[config.mk]
export PLATFORM = sky130hd
export DESIGN_NAME = psrsc_pin_ctrl
export DESIGN_NICKNAME = d
export VERILOG_FILES = /design/src/psrsc_pkg.sv /design/src/psrsc_pin_ctrl.sv
export SDC_FILE = /design/constraint.sdc
export NUM_CORES = 1
export LEC_CHECK = 0
export ABC_AREA = 1
export BUFFER_PORTS_ARGS = -buffer_cell sky130_fd_sc_hd__buf_2
export CORE_MARGIN = 5
export CORE_UTILIZATION = 45
export DETAILED_ROUTE_END_ITERATION = 6
export PLACE_DENSITY = 0.7
export SLEW_MARGIN = 20
export SYNTH_ARGS = -nofsm -noshare
export SYNTH_HDL_FRONTEND = slang
export SYNTH_SLANG_ARGS = --single-unit
[constraint.sdc]
create_clock -name sys_clk -period 5.4 [get_ports sys_clk]
set_input_delay 0.54 -clock sys_clk [delete_from_list [all_inputs] [get_ports sys_clk]]
set_output_delay 0.54 -clock sys_clk [all_outputs]
set_load 0.05 [all_outputs]
[src/psrsc_pkg.sv]
package psrsc_pkg;

   // ****************************************
   // Register map
   // ****************************************
   localparam logic [7:0] PSRSC_ADDR_CTRL   = 8'h00;
   localparam logic [7:0] PSRSC_ADDR_EIEN   = 8'h04;
   localparam logic [7:0] PSRSC_ADDR_PWUEN  = 8'h08;
   localparam logic [7:0] PSRSC_ADDR_STATUS = 8'h0c;
   localparam logic [7:0] PSRSC_ADDR_RSTSRC = 8'h10;

   // Control register fields
   localparam int PSRSC_CTRL_HOLD = 0;
   localparam int PSRSC_CTRL_GATE = 1;

   // Status register fields
   localparam int PSRSC_ST_HELD  = 0;
   localparam int PSRSC_ST_CLS1  = 1;
   localparam int PSRSC_ST_CLS2  = 2;
   localparam int PSRSC_ST_CLS3  = 3;
   localparam int PSRSC_ST_INT   = 4;
   localparam int PSRSC_ST_MODE  = 8;

   localparam logic [31:0] PSRSC_RDATA_RST = 32'h0000_0000;

   // ****************************************
   // Reset source vector
   // ****************************************
   typedef struct packed {
      logic power_on_reset_src;
      logic ram_retention_lowv_reset;
      logic internal_supply_lowv_reset;
      logic external_reset_pin;
      logic boot_mode_pin;
      logic hw_watchdog_reset;
      logic sw_watchdog_reset;
      logic pll_supervisor_reset;
      logic spread_clock_supervisor_reset;
      logic profile_error_reset;
      logic sw_hard_reset;
      logic sw_reset;
      logic standby_transition_reset;
      logic power_domain_reset;
   } psrsc_rst_src_t;

   localparam int PSRSC_RST_W = 14;

   typedef enum logic [3:0] {
      PSRSC_RUN   = 4'h1,
      PSRSC_SLEEP = 4'h2,
      PSRSC_STOP  = 4'h4,
      PSRSC_TIMER = 4'h8
   } psrsc_mode_t;

   typedef enum logic [3:0] {
      PSRSC_CLS_NONE = 4'h1,
      PSRSC_CLS_1    = 4'h2,
      PSRSC_CLS_2    = 4'h4,
      PSRSC_CLS_3    = 4'h8
   } psrsc_cls_t;

endpackage : psrsc_pkg

[src/psrsc_pin_ctrl.sv]
// Operation
// (RL1) An enabled external interrupt keeps its pin's input buffer unblocked in every state.
// (RL2) In stop or timer standby with the domain-2 hold bit set, each pin keeps the state captured when the bit was set.
// (RL3) Without power-off and with the hold bit clear, pins keep their latest state in stop or timer standby.
// (RL4) Software sets the domain-2 hold bit before powering off domains 2 and 3.
// (RL5) With partial wake-up enabled, the pin drives as an output in standby instead of going high-impedance.
// (RL6) Power-on, RAM-retention low-voltage, supply low-voltage and reset-pin-with-mode-pin form reset class one.
// (RL7) The reset pin alone forms reset class two.
// (RL8) Watchdog, clock supervisor, profile error, software hard and software resets form reset class three.
// (RL9) Standby transition and power domain resets are an internal class apart from the three.
// (RL10) During a class one or two reset the pins are high-impedance with inputs blocked.
// (RL11) In sleep mode the pins keep their last state and function.
//
// Design decisions made here: the placing of the registers and the plain strobed port.
`timescale 1ns/1ns
module psrsc_pin_ctrl
   import psrsc_pkg::*;
#(
   parameter int N_PINS = 16
)(
   input  wire logic                sys_clk,
   input  wire logic                rst_b,
   input  wire logic [7:0]          reg_addr,
   input  wire logic [31:0]         reg_wdata,
   input  wire logic                reg_wr,
   input  wire logic                reg_rd,
   output logic      [31:0]         reg_rdata,
   input  wire psrsc_rst_src_t      rst_src,
   input  wire psrsc_mode_t         pwr_mode,
   input  wire logic                pd2_power_off,
   input  wire logic [N_PINS-1:0]   core_out,
   input  wire logic [N_PINS-1:0]   core_oe,
   input  wire logic [N_PINS-1:0]   pin_in,
   output logic      [N_PINS-1:0]   pin_out,
   output logic      [N_PINS-1:0]   pin_oe,
   output logic      [N_PINS-1:0]   pin_in_core,
   output logic                     port_reset_b
);

   // ****************************************
   // Reset release and input synchronisers
   // ****************************************
   logic              rst_meta_reg;
   logic              rst_sync_b;
   psrsc_rst_src_t    src_meta_reg;
   psrsc_rst_src_t    src_sync_reg;
   logic [N_PINS-1:0] pin_meta_reg;
   logic [N_PINS-1:0] pin_sync_reg;

   always_ff @(posedge sys_clk or negedge rst_b)
      if (!rst_b)
      begin
         rst_meta_reg <= 1'b0;
         rst_sync_b   <= 1'b0;
      end
      else
      begin
         rst_meta_reg <= 1'b1;
         rst_sync_b   <= rst_meta_reg;
      end

   always_ff @(posedge sys_clk or negedge rst_sync_b)
      if (!rst_sync_b)
      begin
         src_meta_reg <= '0;
         src_sync_reg <= '0;
         pin_meta_reg <= '0;
         pin_sync_reg <= '0;
      end
      else
      begin
         src_meta_reg <= rst_src;
         src_sync_reg <= src_meta_reg;
         pin_meta_reg <= pin_in;
         pin_sync_reg <= pin_meta_reg;
      end

   // ****************************************
   // Reset classification
   // ****************************************
   function automatic psrsc_cls_t classify(input psrsc_rst_src_t s);
      // (RL6) class one sources
      if (s.power_on_reset_src || s.ram_retention_lowv_reset || s.internal_supply_lowv_reset
          || (s.external_reset_pin && s.boot_mode_pin))
         return PSRSC_CLS_1;
      // (RL7) reset pin alone
      else if (s.external_reset_pin)
         return PSRSC_CLS_2;
      // (RL8) class three sources
      else if (s.hw_watchdog_reset || s.sw_watchdog_reset || s.pll_supervisor_reset
               || s.spread_clock_supervisor_reset || s.profile_error_reset || s.sw_hard_reset
               || s.sw_reset)
         return PSRSC_CLS_3;
      else
         return PSRSC_CLS_NONE;
   endfunction : classify

   psrsc_cls_t cls;
   logic       int_rst;
   assign cls = classify(src_sync_reg);
   // (RL9) internal class apart
   assign int_rst = src_sync_reg.standby_transition_reset || src_sync_reg.power_domain_reset;

   // ****************************************
   // Registers
   // ****************************************
   logic              hold_reg;
   logic              gate_reg;
   logic [N_PINS-1:0] eien_reg;
   logic [N_PINS-1:0] pwuen_reg;
   logic [3:0]        rst_seen_reg;

   always_ff @(posedge sys_clk or negedge rst_sync_b)
      if (!rst_sync_b)
      begin
         hold_reg  <= 1'b0;
         gate_reg  <= 1'b0;
         eien_reg  <= '0;
         pwuen_reg <= '0;
      end
      else if (cls == PSRSC_CLS_1 || cls == PSRSC_CLS_2 || cls == PSRSC_CLS_3)
      begin
         gate_reg  <= 1'b0;
         eien_reg  <= '0;
         pwuen_reg <= '0;
         if (cls != PSRSC_CLS_3)
            hold_reg <= 1'b0;
      end
      else if (reg_wr)
         case (reg_addr)
            PSRSC_ADDR_CTRL:
            begin
               hold_reg <= reg_wdata[PSRSC_CTRL_HOLD];
               gate_reg <= reg_wdata[PSRSC_CTRL_GATE];
            end
            PSRSC_ADDR_EIEN:  eien_reg  <= reg_wdata[N_PINS-1:0];
            PSRSC_ADDR_PWUEN: pwuen_reg <= reg_wdata[N_PINS-1:0];
            default:          ;
         endcase

   // Sticky record of reset classes seen; set wins over write-one-to-clear
   always_ff @(posedge sys_clk or negedge rst_sync_b)
      if (!rst_sync_b)
         rst_seen_reg <= '0;
      else
      begin
         for (int i = 0; i < 4; i++)
            if ((i == 0 && cls == PSRSC_CLS_1) || (i == 1 && cls == PSRSC_CLS_2)
                || (i == 2 && cls == PSRSC_CLS_3) || (i == 3 && int_rst))
               rst_seen_reg[i] <= 1'b1;
            else if (reg_wr && reg_addr == PSRSC_ADDR_RSTSRC && reg_wdata[i])
               rst_seen_reg[i] <= 1'b0;
      end

   // ****************************************
   // Pin state capture
   // ****************************************
   logic              standby;
   logic              hold_rise;
   logic              hold_d_reg;
   logic [N_PINS-1:0] cap_out_reg;
   logic [N_PINS-1:0] cap_oe_reg;

   assign standby   = pwr_mode == PSRSC_STOP || pwr_mode == PSRSC_TIMER;
   assign hold_rise = hold_reg && !hold_d_reg;

   always_ff @(posedge sys_clk or negedge rst_sync_b)
      if (!rst_sync_b)
      begin
         hold_d_reg  <= 1'b0;
         cap_out_reg <= '0;
         cap_oe_reg  <= '0;
      end
      else
      begin
         hold_d_reg <= hold_reg;
         // (RL2) snapshot taken when hold bit is set
         if (hold_rise)
         begin
            cap_out_reg <= pin_out;
            cap_oe_reg  <= pin_oe;
         end
         // (RL3) track latest state while hold is clear and awake
         else if (!hold_reg && !standby)
         begin
            cap_out_reg <= core_out;
            cap_oe_reg  <= core_oe & {N_PINS{gate_reg}};
         end
      end

   // ****************************************
   // Pin drive
   // ****************************************
   logic cls12;
   assign cls12 = cls == PSRSC_CLS_1 || cls == PSRSC_CLS_2;

   always_ff @(posedge sys_clk or negedge rst_sync_b)
      if (!rst_sync_b)
      begin
         pin_out     <= '0;
         pin_oe      <= '0;
         pin_in_core <= '0;
      end
      else
      begin
         for (int i = 0; i < N_PINS; i++)
         begin
            // (RL10) high-impedance during class one, two or three
            if (cls12 || cls == PSRSC_CLS_3)
            begin
               pin_out[i] <= 1'b0;
               pin_oe[i]  <= 1'b0;
            end
            // (RL5) partial wake-up drives output
            else if (standby && pwuen_reg[i])
            begin
               pin_out[i] <= core_out[i];
               pin_oe[i]  <= 1'b1;
            end
            // (RL2) (RL3) standby keeps captured or latest state
            else if (standby)
            begin
               pin_out[i] <= cap_out_reg[i];
               pin_oe[i]  <= cap_oe_reg[i];
            end
            // (RL11) run and sleep follow port function
            else
            begin
               pin_out[i] <= core_out[i];
               pin_oe[i]  <= core_oe[i] & gate_reg;
            end
            // (RL1) external interrupt overrides input blocking
            pin_in_core[i] <= pin_sync_reg[i] & (eien_reg[i] | (!cls12 && !standby));
         end
      end

   always_ff @(posedge sys_clk or negedge rst_sync_b)
      if (!rst_sync_b)
         port_reset_b <= 1'b0;
      else
         port_reset_b <= cls == PSRSC_CLS_NONE;

   // ****************************************
   // Read port
   // ****************************************
   always_ff @(posedge sys_clk or negedge rst_sync_b)
      if (!rst_sync_b)
         reg_rdata <= PSRSC_RDATA_RST;
      else if (reg_rd)
         case (reg_addr)
            PSRSC_ADDR_CTRL:   reg_rdata <= 32'({gate_reg, hold_reg});
            PSRSC_ADDR_EIEN:   reg_rdata <= 32'(eien_reg);
            PSRSC_ADDR_PWUEN:  reg_rdata <= 32'(pwuen_reg);
            PSRSC_ADDR_STATUS: reg_rdata <= 32'({pwr_mode, 3'h0, int_rst, cls == PSRSC_CLS_3,
                                                 cls == PSRSC_CLS_2, cls == PSRSC_CLS_1,
                                                 hold_reg && standby});
            PSRSC_ADDR_RSTSRC: reg_rdata <= 32'(rst_seen_reg);
            default:           reg_rdata <= PSRSC_RDATA_RST;
         endcase
      else
         reg_rdata <= PSRSC_RDATA_RST;
endmodule : psrsc_pin_ctrl

### Word level (Yosys, flattened, before mapping)

Index checks and enable logic that the tools add are counted.
W data, S select, Z words.

| word-level totals | value |
|---|---|
| bits in registers | 214 |
| input bits | 111 |

| cells by class | value |
|---|---|
| equal/unequal tests | 12 |
| muxes and demuxes | 126 |
| bitwise logic cells | 49 |
| reduce and logical (&&, ||, !) cells | 57 |

Operators with widths:

| cell | count |
|---|---|
| $mux W16 | 10 |
| $mux W1 | 111 |
| $pmux W16 S5 | 1 |
| $and A1 B1 Y1 | 32 |
| $mux W32 | 1 |
| $logic_and A1 B1 Y1 | 26 |
| $reduce_bool A2 Y1 | 9 |
| $and A16 B16 Y16 | 1 |
| $eq A8 B4 Y1 const B | 2 |
| $or A1 B1 Y1 | 16 |
| $logic_or A1 B1 Y1 | 13 |
| $mux W4 | 3 |
| $eq A4 B3 Y1 const B | 2 |
| $eq A4 B4 Y1 const B | 2 |
| $eq A8 B3 Y1 const B | 1 |
| $eq A8 B5 Y1 const B | 1 |
| $logic_not A8 Y1 | 1 |
| $reduce_and A2 Y1 | 3 |
| $eq A4 B1 Y1 const B | 1 |
| $eq A4 B2 Y1 const B | 1 |
| $logic_not A1 Y1 | 4 |
| $ne A4 B4 Y1 const B | 1 |
| $reduce_and A3 Y1 | 1 |
| $ne A2 B2 Y1 const B | 1 |

### Longest topological paths before layout

| depth | value |
|---|---|
| word-level depth | 15 |
| mapped depth | 10 |

### Least setup slack after synthesis

OpenSTA, ideal clock, no wires.

| timing | value |
|---|---|
| kind | in2reg |
| start point | input reg_addr[5] |
| end point | register pwuen_reg[15] |
| data arrival time | 1.399 ns |
| required time | 5.323 ns |
| slack | 3.925 ns |
| stages on the path | 8 |
| buffers on the path | 1 |
| cell sequence | nor2_1 nand2_2 clkinv_4 nand3_4 nor2_8 buf_6 nand3_1 o21ai_1 |

| on the way | value |
|---|---|
| word-level cells in the longest chain between the ends | 3 |

Ends and longest elaborated chain:

| item | line | RTL |
|---|---|---|
| from (decl) | psrsc_pin_ctrl.sv:23 | `input wire logic [7:0] reg_addr,` |
| $eq A8 B4 Y1 | psrsc_pin_ctrl.sv:130 | `case (reg_addr)` |
| $reduce_bool A2 Y1 (no source line) | -- |  |
| $reduce_and A2 Y1 (no source line) | -- |  |
| to (signal assigned) | psrsc_pin_ctrl.sv:137 | `PSRSC_ADDR_PWUEN: pwuen_reg <= reg_wdata[N_PINS-1:0];` |
| to (decl) | psrsc_pin_ctrl.sv:110 | `logic [N_PINS-1:0] pwuen_reg;` |

No other way between the ends.
A chain may end at the register's enable or synchronous reset.

### Final worst setup path

| timing | value |
|---|---|
| start point | register src_sync_reg[12] in the netlist's numbering |
| end point | register pwuen_reg[4] |

| on the way | value |
|---|---|
| word-level cells in the longest chain between the ends | 9 |
| elaborated cells between the ends (all ways) | 13 |

Ends and longest elaborated chain:

| item | line | RTL |
|---|---|---|
| from (decl) | psrsc_pin_ctrl.sv:46 | `psrsc_rst_src_t src_sync_reg;` |
| from (signal assigned) | psrsc_pin_ctrl.sv:73 | `src_sync_reg <= src_meta_reg;` |
| $logic_or A1 B1 Y1 * (2 in series) | psrsc_pin_ctrl.sv:83 | `if (s.power_on_reset_src \|\| s.ram_retention_lowv_reset \|\| s.internal_supply_lowv_reset` |
| $logic_or A1 B1 Y1 * | psrsc_pin_ctrl.sv:84 | `\|\| (s.external_reset_pin && s.boot_mode_pin))` |
| $mux W4 * | psrsc_pin_ctrl.sv:83 |  |
| $eq A4 B2 Y1 or $eq A4 B3 Y1 (tied branches) | psrsc_pin_ctrl.sv:121 | `else if (cls == PSRSC_CLS_1 \|\| cls == PSRSC_CLS_2 \|\| cls == PSRSC_CLS_3)` |
| $logic_or A1 B1 Y1 | psrsc_pin_ctrl.sv:121 |  |
| $logic_or A1 B1 Y1 * | psrsc_pin_ctrl.sv:121 |  |
| $reduce_bool A2 Y1 (no source line) | -- |  |
| $reduce_and A2 Y1 (no source line) | -- |  |

Mark *: on every way between the ends. The rest lies on a longest branch, timed or not.

==> run_summary.xml <==
<?xml version="1.0" encoding="UTF-8"?>
<metrics>
  <group name="outcome">
    <metric name="status" unit="">completed</metric>
  </group>
  <group name="drt">
    <metric name="remaining_drc_errors" unit="">0</metric>
    <metric name="post_drt_wl_per_cell" unit="um">14.9</metric>
    <metric name="highest_layer" unit="">met5</metric>
    <metric name="dr_wl_met3" unit="mm">1.54</metric>
    <metric name="ant_nets" unit="">0</metric>
    <metric name="met1_length" unit="mm">8.16</metric>
    <metric name="via_count" unit="">5891</metric>
    <metric name="viasPerCell" unit="">4.82</metric>
    <metric name="drt_first_pass_iters" unit="">5</metric>
    <metric name="totalWireLength" unit="mm">18.3</metric>
    <metric name="met2WireLength" unit="mm">8.28</metric>
    <metric name="detail_route.iter0.violations" unit="">412</metric>
  </group>
  <group name="clock_tree">
    <metric name="ctsLongestPathBuffers" unit="">2</metric>
    <metric name="cts_tree" unit="">yes</metric>
    <metric name="root_buffer" unit="">sky130_fd_sc_hd__clkbuf_16</metric>
    <metric name="clkSinkCount" unit="">198</metric>
    <metric name="latest_clock_arrival_within_the_worst_skew_pair" unit="ns">0.43</metric>
    <metric name="cts.htree.levels" unit="">4</metric>
    <metric name="numCtsBuffers" unit="">17</metric>
    <metric name="cts.clk_slew.worst_paths" unit="ns">0.07</metric>
  </group>
  <group name="critical_path">
    <metric name="critical-path-top-cell-by-count" unit="">sky130_fd_sc_hd__nand2_1</metric>
    <metric name="end_kind" unit="">flip-flop</metric>
    <metric name="cp_top_family" unit="">simple AND/OR/NAND/NOR gates</metric>
    <metric name="critical_path_arrival" unit="ns">2.85</metric>
    <metric name="path_cells" unit="">nor2_1, nand4_2, nor2_4, buf_4, inv_1, nor2_2, nand2_1, nand2_1</metric>
    <metric name="critical_path.slowest_cell" unit="">sky130_fd_sc_hd__nor2_4</metric>
    <metric name="path_buf_inv" unit="">2</metric>
    <metric name="worstPathRequired" unit="ns">5.76</metric>
    <metric name="critical_path.max_fanout" unit="">37</metric>
    <metric name="start_kind" unit="">flip-flop</metric>
    <metric name="critical_path_class" unit="">reg2reg</metric>
    <metric name="timing.critical_path.slowest_cell_delay" unit="ns">0.60</metric>
  </group>
  <group name="timing">
    <metric name="fmax" unit="MHz">400</metric>
    <metric name="timing.max_slew.rel_slack" unit="">0.483</metric>
    <metric name="timing.final.max_slew_violations" unit="">0</metric>
    <metric name="post-route-min-period" unit="ns">2.50</metric>
    <metric name="setup_viol_count_final" unit="">0</metric>
    <metric name="grt_setup_unrepaired" unit="">no</metric>
    <metric name="hold_viol_final" unit="">0</metric>
    <metric name="final_layout_setup_total_negative_slack" unit="ns">0</metric>
    <metric name="fin_crit_sh" unit="">0.462</metric>
    <metric name="tightest_slew" unit="ns">0.775</metric>
    <metric name="fin_worst_skew" unit="ns">0.0139</metric>
  </group>
  <group name="cells_and_area">
    <metric name="n_antenna_cell" unit="">0</metric>
    <metric name="fill_cells" unit="">1607</metric>
    <metric name="final_design_area_no_fill" unit="um^2">9430</metric>
    <metric name="drive_above_1_share" unit="">0.218</metric>
    <metric name="fin_nets" unit="">1095</metric>
    <metric name="mostFrequentLayoutCell" unit="">sky130_fd_sc_hd__dfrtp_1</metric>
    <metric name="area_growth_from_synthesis_to_layout" unit="%">18.1</metric>
    <metric name="mostFrequentLayoutCells" unit="">sky130_fd_sc_hd__dfrtp_1, sky130_fd_sc_hd__nand2_1, sky130_fd_sc_hd__buf_2</metric>
    <metric name="postLayoutCoreUtil" unit="">0.543</metric>
  </group>
  <group name="global_route">
    <metric name="antenna_violations_before_repair" unit="">1</metric>
    <metric name="global_route.usage.total" unit="">0.186</metric>
    <metric name="grt_pass1_wl" unit="mm">29.8</metric>
    <metric name="grt-ovfl-total" unit="">0</metric>
    <metric name="grt_pass1_vias" unit="">5779</metric>
    <metric name="grt_start_max_net_pins" unit="">139</metric>
  </group>
  <group name="placed_design">
    <metric name="place.port_buffers" unit="">158</metric>
    <metric name="place_hpwl" unit="mm">12.6</metric>
    <metric name="globalplace.congestion" unit="">0.874</metric>
    <metric name="dpl_cell_area" unit="um^2">8800</metric>
  </group>
  <group name="power">
    <metric name="vdd.ir_drop.worst" unit="mV">0.267</metric>
    <metric name="power.share.switching" unit="">0.243</metric>
    <metric name="leakage" unit="nW">4.99</metric>
    <metric name="net-switching-power" unit="uW">727</metric>
    <metric name="comb_power_share" unit="">0.052</metric>
    <metric name="power-per-cell-area" unit="nW/um^2">317</metric>
    <metric name="seq_power_share" unit="">0.512</metric>
    <metric name="power.share.clock" unit="">0.435</metric>
    <metric name="intPower" unit="mW">2.27</metric>
  </group>
  <group name="floorplan">
    <metric name="io-pin-count" unit="">192</metric>
    <metric name="die_width" unit="um">143</metric>
    <metric name="chipHeight" unit="um">143</metric>
    <metric name="floorplan.core_area" unit="um^2">17400</metric>
    <metric name="rows" unit="">48</metric>
    <metric name="initial_utilization" unit="">0.460</metric>
    <metric name="dieArea" unit="um^2">20500</metric>
  </group>
  <group name="yosys">
    <metric name="ys_ff_latch" unit="">198</metric>
    <metric name="syn_area_per_cell" unit="um^2">9.57</metric>
    <metric name="yosys_warnings" unit="">0</metric>
    <metric name="netlist_top_cells_area" unit="">sky130_fd_sc_hd__dfrtp_1, sky130_fd_sc_hd__nand2_1, sky130_fd_sc_hd__inv_1</metric>
    <metric name="post_synth_inst_count" unit="">834</metric>
    <metric name="synth_largest_type_area_fraction" unit="">0.621</metric>
    <metric name="synth.yosys.seq_area_share" unit="">0.621</metric>
    <metric name="netlist_area" unit="um^2">7980</metric>
    <metric name="synth_largest_area_cell" unit="">sky130_fd_sc_hd__dfrtp_1</metric>
    <metric name="synthDistinctLibCells" unit="">32</metric>
  </group>
  <group name="run">
    <metric name="max_cap_viol_count" unit="">0</metric>
  </group>
  <group name="worst_hold_path">
    <metric name="worstHoldPathType" unit="">in2reg</metric>
  </group>
</metrics>
timing repair:
item,CTS,global route
resized for setup,0,0
hold buffers,1,0
setup buffers,0,0
endpoints found under the hold margin,2,0
final timing paths:
check                           depth (start not counted)               end              from  slack [ns]
min in group asynchronous                               0   src_sync_reg[0]        rst_sync_b        0.41
max in group asynchronous                               1     cap_oe_reg[1]        rst_sync_b        3.78
worst max register to register                          8      pwuen_reg[4]  src_sync_reg[12]        2.90
worst max-delay path                                    8      pwuen_reg[4]  src_sync_reg[12]        2.90
worst min-delay path                                    1   src_meta_reg[7]        rst_src[7]        0.21
worst min register to register                          0  pin_sync_reg[14]  pin_meta_reg[14]        0.35
through the flow:
step           hold slack [ns]  power [mW]  setup slack, ns  std cells
3_5_place_dp             0.330        1.72             2.93       1189
2_1_floorplan            0.244        1.66             2.14        849
4_1_cts                  0.186        3.03             2.88       1222
3_3_place_gp             0.326        1.72             2.94       1189
6_report                 0.210        2.99             2.90       1222
5_1_grt                  0.183        3.12             2.59       1222
power by group through the flow:
stage / logic [mW] / registers (mW) / clock network [mW]
after global routing: 0.176 / 1.54 / 1.41
final: 0.157 / 1.53 / 1.30
after CTS: 0.158 / 1.53 / 1.34
after detailed placement: 0.157 / 1.56 / 0
after floorplan: 0.0815 / 1.58 / 0
after global placement: 0.156 / 1.56 / 0
Yosys cell counts, drive strengths merged:
library cell,count
dfrtp,198
nand2,186
inv,111
o21ai,98
nor2,64
a21oi,50
nand3,49
buf,42
a21boi,16
o22ai,7
clkbuf,5
conb,2
nor3,2
a21o,1
clkinv,1
nand4,1
or2,1
logic make-up (layout without fill, tap and decap cells):
family          after synthesis  after routing  synth area share
compound gates              172            172             0.117
buf+inv                     159            307            0.0997
flops                       198            198             0.621
other cells                   2             17          0.000941
simple gates                303            303             0.162
metal layers:
metal / vias up / global-route usage
met2: 196 / 0.279
met5: - / 0
li1: 2894 / -
met3: 25 / 0.0573
met4: 2 / 0.0620
met1: 2774 / 0.260
area by class of cell:
type | count | area (um^2) | area share
Clock buffer | 17 | 425 | 0.0451
Clock inverter | 15 | 195 | 0.0207
Inverter | 112 | 425 | 0.0451
Multi-Input combinational cell | 492 | 2300 | 0.244
Sequential cell | 198 | 4960 | 0.526
Tap cell | 225 | 282 | 0.0299
Timing Repair Buffer | 163 | 843 | 0.0894
worst reg2reg max path: cells and delay by family (launching register included):
family	cells	cell delay (ns)
simple gates	6	1.41
flops	1	0.36
buf+inv	2	0.65
(Power assumes the default switching activity.)
